$ cat config.mk
export PLATFORM = sky130hd
export DESIGN_NAME = fcd_commit
export DESIGN_NICKNAME = d
export VERILOG_FILES = /design/src/core/fcd_pkg.sv /design/src/core/fcd_commit.sv /design/src/core/fcd_slot_mem.sv
export VERILOG_INCLUDE_DIRS = /design/src /design/src/core
export SDC_FILE = /design/constraint.sdc
export NUM_CORES = 1
export LEC_CHECK = 0
export BUFFER_PORTS_ARGS = -buffer_cell sky130_fd_sc_hd__buf_2
export CORE_MARGIN = 1
export CORE_UTILIZATION = 25
export DETAILED_ROUTE_END_ITERATION = 8
export HOLD_SLACK_MARGIN = 0.02
export MAX_ROUTING_LAYER = met4
export PLACE_DENSITY = 0.48
export SYNTH_ARGS = -nofsm -noshare
export SYNTH_HDL_FRONTEND = slang
export SYNTH_SLANG_ARGS = --single-unit
$ cat constraint.sdc
create_clock -name clk_i -period 2.8 [get_ports clk_i]
set_input_delay 0.14 -clock clk_i [delete_from_list [all_inputs] [get_ports clk_i]]
set_output_delay 0.14 -clock clk_i [all_outputs]
set_load 0.02 [all_outputs]
$ cat src/core/fcd_map.svh
// Purpose: offsets, field positions, codes and reset values of the firmware commit decoder
// Assumes: byte addresses on a 32-bit classic Wishbone bus
// Notes:   definitions only
`ifndef FCD_MAP_SVH
`define FCD_MAP_SVH

// ----------------------------------------------------------------------------
// register byte offsets
// ----------------------------------------------------------------------------
`define FCD_OFS_CMD        4'h0
`define FCD_OFS_CTRL       4'h4
`define FCD_OFS_STATUS     4'h8
`define FCD_OFS_SLOTS      4'hC

// ----------------------------------------------------------------------------
// command doubleword fields
// ----------------------------------------------------------------------------
`define FCD_BPS_BIT        31
`define FCD_CA_HI          5
`define FCD_CA_LO          3
`define FCD_FS_HI          2
`define FCD_FS_LO          0

// ----------------------------------------------------------------------------
// completion status codes
// ----------------------------------------------------------------------------
`define FCD_ST_OK          8'h00
`define FCD_ST_INV_FIELD   8'h02
`define FCD_ST_INV_SLOT    8'h06
`define FCD_ST_INV_IMAGE   8'h07
`define FCD_ST_BP_LOCKED   8'h1E

// ----------------------------------------------------------------------------
// reset values and sizes
// ----------------------------------------------------------------------------
`define FCD_NUM_SLOTS      3'h7
`define FCD_RO_MASK_RST    8'h02
`define FCD_ACTIVE_RST     3'h1
`define FCD_REV_W          8

`endif

$ cat src/core/fcd_pkg.sv
// Purpose: types for the firmware commit decoder
// Assumes: nothing beyond the map header
// Notes:   one-hot state codes written out
package fcd_pkg;

   // commit action codes
   typedef enum logic [2:0] {
      FCD_CA_STORE      = 3'h0,
      FCD_CA_STORE_NEXT = 3'h1,
      FCD_CA_SCHED_NEXT = 3'h2,
      FCD_CA_ACT_NOW    = 3'h3,
      FCD_CA_RSVD4      = 3'h4,
      FCD_CA_RSVD5      = 3'h5,
      FCD_CA_BP_WRITE   = 3'h6,
      FCD_CA_BP_ACTIVE  = 3'h7
   } fcd_action_t;

   // executer states
   typedef enum logic [3:0] {
      FCD_IDLE   = 4'h1,
      FCD_DECODE = 4'h2,
      FCD_EXEC   = 4'h4,
      FCD_POST   = 4'h8
   } fcd_state_t;

endpackage : fcd_pkg

$ cat src/core/fcd_commit.sv
// Purpose: decodes and executes the firmware commit command and posts its completion
// Assumes: classic Wishbone slave, 32-bit data, one clock, synchronous reset
// Notes:   slots are shared by all controllers of the subsystem; one activation output serves them all
//
// Behaviour
// (RQ1) parameters come only from command doubleword 10; other fields ignored
// (RQ2) bit 31 picks the boot partition, used only for partition actions
// (RQ3) action 000b stores image in slot without activation
// (RQ4) action 001b stores image and schedules it for next reset
// (RQ5) action 010b schedules existing slot image for next reset
// (RQ6) action 011b stores new image if any, activates slot immediately
// (RQ7) action 110b overwrites selected boot partition with downloaded image
// (RQ8) action 111b marks partition active and updates active partition id
// (RQ9) slot bits 02:00; zero means controller picks a slot 1 to 7
// (RQ10) slot commit checks a valid image was downloaded first
// (RQ11) slots and activated firmware are shared by every controller
// (RQ12) boot partition writes allowed only while unlocked
// (RQ13) one completion entry with status posted per command
// (RQ14) status 06h for invalid, read-only or unsupported slot
// (RQ15) status 1Eh for modifying a locked boot partition
// (RQ16) reserved actions 100b and 101b rejected, nothing changed
// (RQ17) bits 30 down to 6 are ignored in decoding
`timescale 1ns/1ps

`include "fcd_map.svh"

module fcd_commit
   import fcd_pkg::*;
#(
   parameter logic [2:0] NUM_SLOTS = `FCD_NUM_SLOTS,
   parameter int         REV_W     = `FCD_REV_W
) (
   input  wire logic              clk_i,
   input  wire logic              rst_i,
   // wishbone slave
   input  wire logic              wb_cyc_i,
   input  wire logic              wb_stb_i,
   input  wire logic              wb_we_i,
   input  wire logic [3:0]        wb_adr_i,
   input  wire logic [3:0]        wb_sel_i,
   input  wire logic [31:0]       wb_dat_i,
   output logic      [31:0]       wb_dat_o,
   output logic                   wb_ack_o,
   // download engine side, same clock
   input  wire logic              img_valid_i,
   input  wire logic [REV_W-1:0]  img_rev_i,
   input  wire logic              img_good_i,
   output logic                   img_consume_o,
   // partition store side
   output logic                   bp_write_o,
   output logic                   bp_write_sel_o,
   // subsystem-wide activation
   output logic                   act_now_o,
   output logic [2:0]             active_slot_o,
   output logic [2:0]             next_slot_o,
   output logic                   active_partition_id_o,
   // completion entry
   output logic                   cq_valid_o,
   output logic [7:0]             cq_status_o
);

   // -------------------------------------------------------------------------
   // declarations
   // -------------------------------------------------------------------------
   fcd_state_t     state_ff;
   fcd_state_t     nxt_state;
   logic [31:0]    cmd_ff;
   logic           busy_ff;
   logic [1:0]     bp_lock_ff;
   logic [7:0]     ro_mask_ff;
   logic [7:0]     status_ff;
   logic           done_ff;
   logic [2:0]     slot_ff;
   logic [2:0]     next_slot_ff;
   logic           next_pend_ff;
   logic [2:0]     active_slot_ff;
   logic           abp_ff;
   logic           bp_write_ff;
   logic           bp_write_sel_ff;
   logic           act_now_ff;
   logic           consume_ff;
   logic           cq_valid_ff;
   logic [7:0]     cq_status_ff;
   logic           ack_ff;
   logic [31:0]    rdata_ff;
   logic [2:0]     rr_slot_ff;
   logic           mem_we;
   logic [REV_W-1:0] mem_rdata;
   logic           req;
   logic           wr_cmd;
   fcd_action_t    action;
   logic [2:0]     fs_field;
   logic           bps;
   logic [2:0]     eff_slot;
   logic [7:0]     nxt_status;

   // request qualifies once; ack drops the cycle after it was given
   assign req    = wb_cyc_i & wb_stb_i & ~ack_ff;
   assign wr_cmd = req & wb_we_i & (wb_adr_i == `FCD_OFS_CMD) & (&wb_sel_i) & ~busy_ff;

   // field decode of the captured doubleword; bits 30:6 never looked at
   assign action   = fcd_action_t'(cmd_ff[`FCD_CA_HI:`FCD_CA_LO]); // RQ3 RQ17
   assign fs_field = cmd_ff[`FCD_FS_HI:`FCD_FS_LO];                // RQ9 RQ17
   assign bps      = cmd_ff[`FCD_BPS_BIT];                         // RQ2

   // slot zero lets the controller choose: a held pick within 1..7 that steps on past a read-only slot
   assign eff_slot = (fs_field == 3'h0) ? rr_slot_ff : fs_field;   // RQ9

   // -------------------------------------------------------------------------
   // wishbone slave: single-cycle ack, registered read data
   // -------------------------------------------------------------------------
   always_ff @(posedge clk_i)
   begin
      if (rst_i)
      begin
         ack_ff   <= 1'b0;
         rdata_ff <= 32'h0000_0000;
      end
      else
      begin
         ack_ff <= req;
         if (req & ~wb_we_i)
         begin
            case (wb_adr_i)
               `FCD_OFS_CMD:    rdata_ff <= cmd_ff;
               `FCD_OFS_CTRL:   rdata_ff <= {22'h0, bp_lock_ff, ro_mask_ff};
               `FCD_OFS_STATUS: rdata_ff <= {14'h0, active_slot_ff, next_pend_ff, next_slot_ff,
                                              abp_ff, busy_ff, done_ff, status_ff};
               `FCD_OFS_SLOTS:  rdata_ff <= {{(32-REV_W){1'b0}}, mem_rdata};
               default:         rdata_ff <= 32'h0000_0000;  // unmapped reads as zero
            endcase
         end
      end
   end

   assign wb_ack_o = ack_ff;
   assign wb_dat_o = rdata_ff;

   // -------------------------------------------------------------------------
   // command capture; a write while busy is acked but dropped
   // -------------------------------------------------------------------------
   always_ff @(posedge clk_i)
   begin
      if (rst_i)
      begin
         cmd_ff <= 32'h0000_0000;
      end
      else if (wr_cmd)
      begin
         cmd_ff <= wb_dat_i;  // RQ1
      end
   end

   // -------------------------------------------------------------------------
   // control register: partition locks and read-only slot mask
   // -------------------------------------------------------------------------
   always_ff @(posedge clk_i)
   begin
      if (rst_i)
      begin
         ro_mask_ff <= `FCD_RO_MASK_RST;
         bp_lock_ff <= 2'h0;
      end
      else if (req & wb_we_i & (wb_adr_i == `FCD_OFS_CTRL))
      begin
         if (wb_sel_i[0])
         begin
            ro_mask_ff <= wb_dat_i[7:0];
         end
         if (wb_sel_i[1])
         begin
            bp_lock_ff <= wb_dat_i[9:8];
         end
      end
   end

   // -------------------------------------------------------------------------
   // executer state machine
   // -------------------------------------------------------------------------
   always_comb
   begin
      nxt_state = state_ff;
      case (state_ff)
         FCD_IDLE:   nxt_state = wr_cmd ? FCD_DECODE : FCD_IDLE;
         FCD_DECODE: nxt_state = FCD_EXEC;
         FCD_EXEC:   nxt_state = FCD_POST;
         FCD_POST:   nxt_state = FCD_IDLE;
         default:    nxt_state = FCD_IDLE;
      endcase
   end

   always_ff @(posedge clk_i)
   begin
      if (rst_i)
      begin
         state_ff <= FCD_IDLE;
         busy_ff  <= 1'b0;
      end
      else
      begin
         state_ff <= nxt_state;
         busy_ff  <= (nxt_state != FCD_IDLE);
      end
   end

   // -------------------------------------------------------------------------
   // status decision, first failing check wins
   // -------------------------------------------------------------------------
   always_comb
   begin
      nxt_status = `FCD_ST_OK;
      case (action)
         FCD_CA_STORE, FCD_CA_STORE_NEXT, FCD_CA_SCHED_NEXT, FCD_CA_ACT_NOW:
         begin
            if ((eff_slot > NUM_SLOTS) || (ro_mask_ff[eff_slot] &&
                (action != FCD_CA_SCHED_NEXT) && !(action == FCD_CA_ACT_NOW && !img_valid_i)))
            begin
               nxt_status = `FCD_ST_INV_SLOT;   // RQ14
            end
            else if ((action == FCD_CA_STORE || action == FCD_CA_STORE_NEXT) &&
                     !(img_valid_i && img_good_i))
            begin
               nxt_status = `FCD_ST_INV_IMAGE;  // RQ10
            end
            else if (action == FCD_CA_ACT_NOW && img_valid_i && !img_good_i)
            begin
               nxt_status = `FCD_ST_INV_IMAGE;  // RQ10
            end
         end
         FCD_CA_BP_WRITE:
         begin
            if (bp_lock_ff[bps])
            begin
               nxt_status = `FCD_ST_BP_LOCKED;  // RQ12 RQ15
            end
            else if (!(img_valid_i && img_good_i))
            begin
               nxt_status = `FCD_ST_INV_IMAGE;
            end
         end
         FCD_CA_BP_ACTIVE: nxt_status = `FCD_ST_OK;
         default:          nxt_status = `FCD_ST_INV_FIELD;  // RQ16
      endcase
   end

   // -------------------------------------------------------------------------
   // execution effects, taken only when the status is clean
   // -------------------------------------------------------------------------
   assign mem_we = (state_ff == FCD_EXEC) && (nxt_status == `FCD_ST_OK) &&
                   ((action == FCD_CA_STORE) || (action == FCD_CA_STORE_NEXT) ||
                    (action == FCD_CA_ACT_NOW && img_valid_i));  // RQ3 RQ4 RQ6

   always_ff @(posedge clk_i)
   begin
      if (rst_i)
      begin
         next_slot_ff    <= 3'h0;
         next_pend_ff    <= 1'b0;
         active_slot_ff  <= `FCD_ACTIVE_RST;
         abp_ff          <= 1'b0;
         bp_write_ff     <= 1'b0;
         bp_write_sel_ff <= 1'b0;
         act_now_ff      <= 1'b0;
         consume_ff      <= 1'b0;
         slot_ff         <= 3'h0;
      end
      else
      begin
         bp_write_ff <= 1'b0;
         act_now_ff  <= 1'b0;
         consume_ff  <= 1'b0;
         if (state_ff == FCD_EXEC && nxt_status == `FCD_ST_OK)
         begin
            slot_ff    <= eff_slot;
            consume_ff <= mem_we || (action == FCD_CA_BP_WRITE);
            case (action)
               FCD_CA_STORE_NEXT, FCD_CA_SCHED_NEXT:
               begin
                  next_slot_ff <= eff_slot;        // RQ4 RQ5
                  next_pend_ff <= 1'b1;
               end
               FCD_CA_ACT_NOW:
               begin
                  active_slot_ff <= eff_slot;      // RQ6 RQ11
                  act_now_ff     <= 1'b1;
                  next_pend_ff   <= 1'b0;
               end
               FCD_CA_BP_WRITE:
               begin
                  bp_write_ff     <= 1'b1;         // RQ7
                  bp_write_sel_ff <= bps;          // RQ2
               end
               FCD_CA_BP_ACTIVE:
               begin
                  abp_ff <= bps;                   // RQ8
               end
               default:
               begin
                  slot_ff <= slot_ff;
               end
            endcase
         end
      end
   end

   // held choice for slot zero, steps to the next slot only while it sits on a read-only one
   always_ff @(posedge clk_i)
   begin
      if (rst_i)
      begin
         rr_slot_ff <= 3'h1;
      end
      else if (state_ff == FCD_DECODE && fs_field == 3'h0 && ro_mask_ff[rr_slot_ff])
      begin
         rr_slot_ff <= (rr_slot_ff >= NUM_SLOTS) ? 3'h1 : rr_slot_ff + 3'h1;
      end
   end

   // -------------------------------------------------------------------------
   // completion entry: exactly one pulse per accepted command
   // -------------------------------------------------------------------------
   always_ff @(posedge clk_i)
   begin
      if (rst_i)
      begin
         cq_valid_ff  <= 1'b0;
         cq_status_ff <= 8'h00;
         status_ff    <= 8'h00;
         done_ff      <= 1'b0;
      end
      else
      begin
         cq_valid_ff <= 1'b0;
         if (wr_cmd)
         begin
            done_ff <= 1'b0;
         end
         if (state_ff == FCD_EXEC)
         begin
            cq_valid_ff  <= 1'b1;        // RQ13
            cq_status_ff <= nxt_status;  // RQ13
            status_ff    <= nxt_status;
            done_ff      <= 1'b1;
         end
      end
   end

   // -------------------------------------------------------------------------
   // slot store; readback addressed by the slot field of the last command
   // -------------------------------------------------------------------------
   fcd_slot_mem #(
      .DW (REV_W),
      .AW (3)
   ) u_slots (
      .clk_i   (clk_i),
      .rst_i   (rst_i),
      .we_i    (mem_we),
      .waddr_i (eff_slot),
      .wdata_i (img_rev_i),
      .raddr_i (fs_field),
      .rdata_o (mem_rdata)
   );

   // outputs straight from flip-flops
   assign img_consume_o         = consume_ff;
   assign bp_write_o            = bp_write_ff;
   assign bp_write_sel_o        = bp_write_sel_ff;
   assign act_now_o             = act_now_ff;
   assign active_slot_o         = active_slot_ff;
   assign next_slot_o           = next_slot_ff;
   assign active_partition_id_o = abp_ff;
   assign cq_valid_o            = cq_valid_ff;
   assign cq_status_o           = cq_status_ff;

endmodule : fcd_commit

$ cat src/core/fcd_slot_mem.sv
// Purpose: firmware slot store holding one revision word per slot
// Assumes: single clock, synchronous reset clears every slot
// Notes:   read data comes out of a register, one cycle after the address
`timescale 1ns/1ps

module fcd_slot_mem #(
   parameter int DW = 8,
   parameter int AW = 3
) (
   input  wire logic          clk_i,
   input  wire logic          rst_i,
   input  wire logic          we_i,
   input  wire logic [AW-1:0] waddr_i,
   input  wire logic [DW-1:0] wdata_i,
   input  wire logic [AW-1:0] raddr_i,
   output logic      [DW-1:0] rdata_o
);

   logic [DW-1:0] mem_ff [2**AW];

   // -------------------------------------------------------------------------
   // storage; reset clears so an empty slot reads as revision zero
   // -------------------------------------------------------------------------
   always_ff @(posedge clk_i)
   begin
      if (rst_i)
      begin
         for (int i = 0; i < 2**AW; i++)
         begin
            mem_ff[i] <= '0;
         end
      end
      else if (we_i)
      begin
         mem_ff[waddr_i] <= wdata_i;
      end
   end

   // registered read port
   always_ff @(posedge clk_i)
   begin
      if (rst_i)
      begin
         rdata_o <= '0;
      end
      else
      begin
         rdata_o <= mem_ff[raddr_i];
      end
   end

endmodule : fcd_slot_mem

==> results.json <==
{
  "status": "completed",
  "post_drt_wl_per_cell_um": 17.21,
  "gp_congestion": 0.8425,
  "drtIter0Drc": 451,
  "cts_setup_buffers": 0,
  "cp.arrival_ns": 2.92,
  "max_freq_mhz": 390.2,
  "hold_end": "wb_dat_o[12]",
  "end_kind": "flop",
  "min_from": "rst_i",
  "mostFrequentLayoutCells": "126 x nor2_1, 112 x nand2_1, 109 x dfxtp_1",
  "grt_overflow": 0,
  "min_path_cells": 2,
  "num_vias": 5786,
  "cts_root_buf": "clkbuf_16",
  "synth_area_mm2": 0.007370,
  "hold_violations": 0,
  "cts_sinks": 173,
  "dieWidth_um": 173.7,
  "async_reset_ff_frac": 0,
  "p_leak_nw": 3.611,
  "clock_latency_ns": 0.44,
  "cpPeakStageDelay_ns": 0.48,
  "grt_pass1_vias": 5643,
  "skew_ns": 0.01362,
  "drive_above_1_share": 0.2491,
  "synth_enable_flop_cells": 64,
  "path_cells": "buf_4, or3b_2, a21oi_1, a221o_1, a221oi_4, buf_4, o21ai_0, mux2i_1",
  "grt.busiest_layer": "met2",
  "fp.dieH_um": 173.7,
  "yosysUniqueCellTypes": 58,
  "post-route-drc-count": 0,
  "synth-seq-cells": 173,
  "start_util": 0.2554,
  "met3_usage": 0.03465,
  "core.rowCount": 62,
  "hpwl_mm": 15.20,
  "tritoncts": "done",
  "critical_path_class": "flop to flop",
  "finalSetupViolCount": 0,
  "cpMostUsedCell": "buf_4",
  "htree_levels": 4,
  "crit_required_ns": 3.16,
  "avgViaCountPerCell": 4.640,
  "fin_ws_ns": 0.2372,
  "power.density_mw_per_mm2": 568.2,
  "gr-usage-met2": 0.2287,
  "cts_buffers": 17,
  "tightest_slew_ns": 0.8422,
  "grt_max_degree": 76,
  "ios": 108,
  "fin_nets": 907,
  "ys_top_cells_by_area": "dfxtp_1 30%, edfxtp_1 26%, mux4_2 6.7%",
  "track_usage": 0.1501,
  "grt_pass1_wl_mm": 33.41,
  "antenna_found_initial": 0,
  "layout_commonest_cell": "nor2_1",
  "place_ws_ns": 0.1629,
  "reg2reg_from": "rr_slot_ff[1]",
  "timing.critical_path.from": "rr_slot_ff[1]",
  "dieArea_mm2": 0.03017,
  "finalCritPeriodShare": 0.9153,
  "crit_buf_inv": 2,
  "slew_violations": 0,
  "synth_flop_cell": "dfxtp_1",
  "cts_buffer_depth": 2,
  "maxCapViolCount": 0,
  "met1_usage": 0.2011,
  "first_pass_iters": 4,
  "min_period_ns": 2.563,
  "cp-start-kind": "flop",
  "rsz0062_at_grt": "false",
  "area_delta_synth_final_pct": 26.38,
  "ys_seq_area_frac": 0.5569,
  "hp-class": "input pin to flop",
  "avgSynthCellArea_um2": 10.29,
  "peakVddDrop_mv": 0.4335,
  "crit_fanout": 9,
  "regToRegEndpoint": "active_slot_o[2]",
  "slowest_stage": "o21ai_0",
  "cp_top_family": "compound AO/OA/AOI/OAI gates",
  "synth.top_cell.area_share": 0.2961,
  "slew_headroom": 0.4386,
  "core-area_mm2": 0.02886,
  "tns_ns": 0,
  "syn_inst": 716,
  "reg2reg_slack_ns": 0.24,
  "yosysWarnings": 0,
  "wirelength_mm": 21.46,
  "reg2reg_depth": 8,
  "yosysTopAreaCell": "dfxtp_1",
  "n_antenna_cell": 0,
  "io_buffers": 104,
  "ant_nets": 0,
  "path_clk_slew_ns": 0.07
}
==> final cells by class <==
type / instances / area [um2]
clock buffers: 17 / 425.4
clock inverters: 15 / 166.4
fillers: 3025 / 19540
inverters: 7 / 26.28
multi-input cells: 481 / 3000
flip-flops and latches: 173 / 4104
well taps: 384 / 480.5
repair buffers: 170 / 1111
==> synthesized netlist by cell type (4+ instances only) <==
| library cell | number |
|---|---|
| nor2_1 | 126 |
| buf_4 | 6 |
| mux4_2 | 22 |
| a21oi_1 | 57 |
| buf_1 | 7 |
| mux2i_1 | 32 |
| a221o_1 | 4 |
| a22oi_1 | 25 |
| o21ai_0 | 14 |
| nand3_1 | 7 |
| inv_1 | 6 |
| dfxtp_1 | 109 |
| nand2_1 | 112 |
| edfxtp_1 | 64 |
| clkbuf_1 | 35 |
| a31o_2 | 8 |
| buf_2 | 8 |
| nand4_2 | 4 |
| nor3_1 | 19 |
==> cell families after synthesis <==
| kind of cell | count (synthesis) | synth area share |
|---|---|---|
| flip-flops | 173 | 0.5569 |
| AO/OA/AOI/OAI | 122 | 0.1092 |
| multiplexers | 57 | 0.1173 |
| XOR/XNOR | 1 | 0.001189 |
| other | 1 | 0.0005088 |
| buffers and inverters | 64 | 0.03803 |
| AND/OR/NAND/NOR | 296 | 0.1735 |
| adder cells (fa/ha/maj) | 2 | 0.003395 |
==> flip-flops by register name, indices dropped and copies added (netlist names), 3 cells and up <==
register	flops
next_slot_o	3
cq_status_o	4
cmd_ff	32
u_slots.rdata_o	8
state_ff	4
u_slots.mem_ff	64
active_slot_o	3
rr_slot_ff	3
wb_dat_o	32
ro_mask_ff	8
==> where the power goes <==
group	switching, mW	total, mW	internal [mW]	leakage, nW
Clock	1.14	2.41	1.28	0.294
Sequential	0.0154	2.65	2.64	1.54
Combinational	0.132	0.228	0.0960	1.78
==> stage by stage <==
step	hold slack, ns	instances	power [mW]	cell area, um2	utilization
finish	0.1071	1247	5.293	9314	0.3228
global route	0.1203	1247	5.477	9314	0.3228
CTS	0.09382	1247	5.352	9313	0.3227
detailed placement	0.3897	1183	2.903	8401	0.2911
global placement	0.3886	1183	2.903	8401	0.2911
floorplan	0.2651	718	2.808	7377	-
==> per-layer routing <==
layer  up-vias  wire [um]
met1      2762      10270
li1       2801          -
met2       201       9757
met4         0        253
met5         -          0
met3        22       1181
==> worst max-delay path by stage <==
| stage | end | cells past startpoint |
|---|---|---|
| floorplan | u_slots.mem_ff[2][0] | 8 |
| global placement | u_slots.mem_ff[2][2] | 6 |
| detailed placement | u_slots.mem_ff[2][2] | 6 |
| CTS | u_slots.mem_ff[2][3] | 6 |
| global route | active_slot_o[1] | 8 |
| finish | active_slot_o[2] | 8 |
==> what timing repair did <==
item                       in CTS  in global routing
hold buffers                   32                  0
resized for setup               0                  1
hold endpoints to repair       42                  0
setup endpoints to repair       0                 34
No activity file was read; power rests on OpenSTA's default activity.
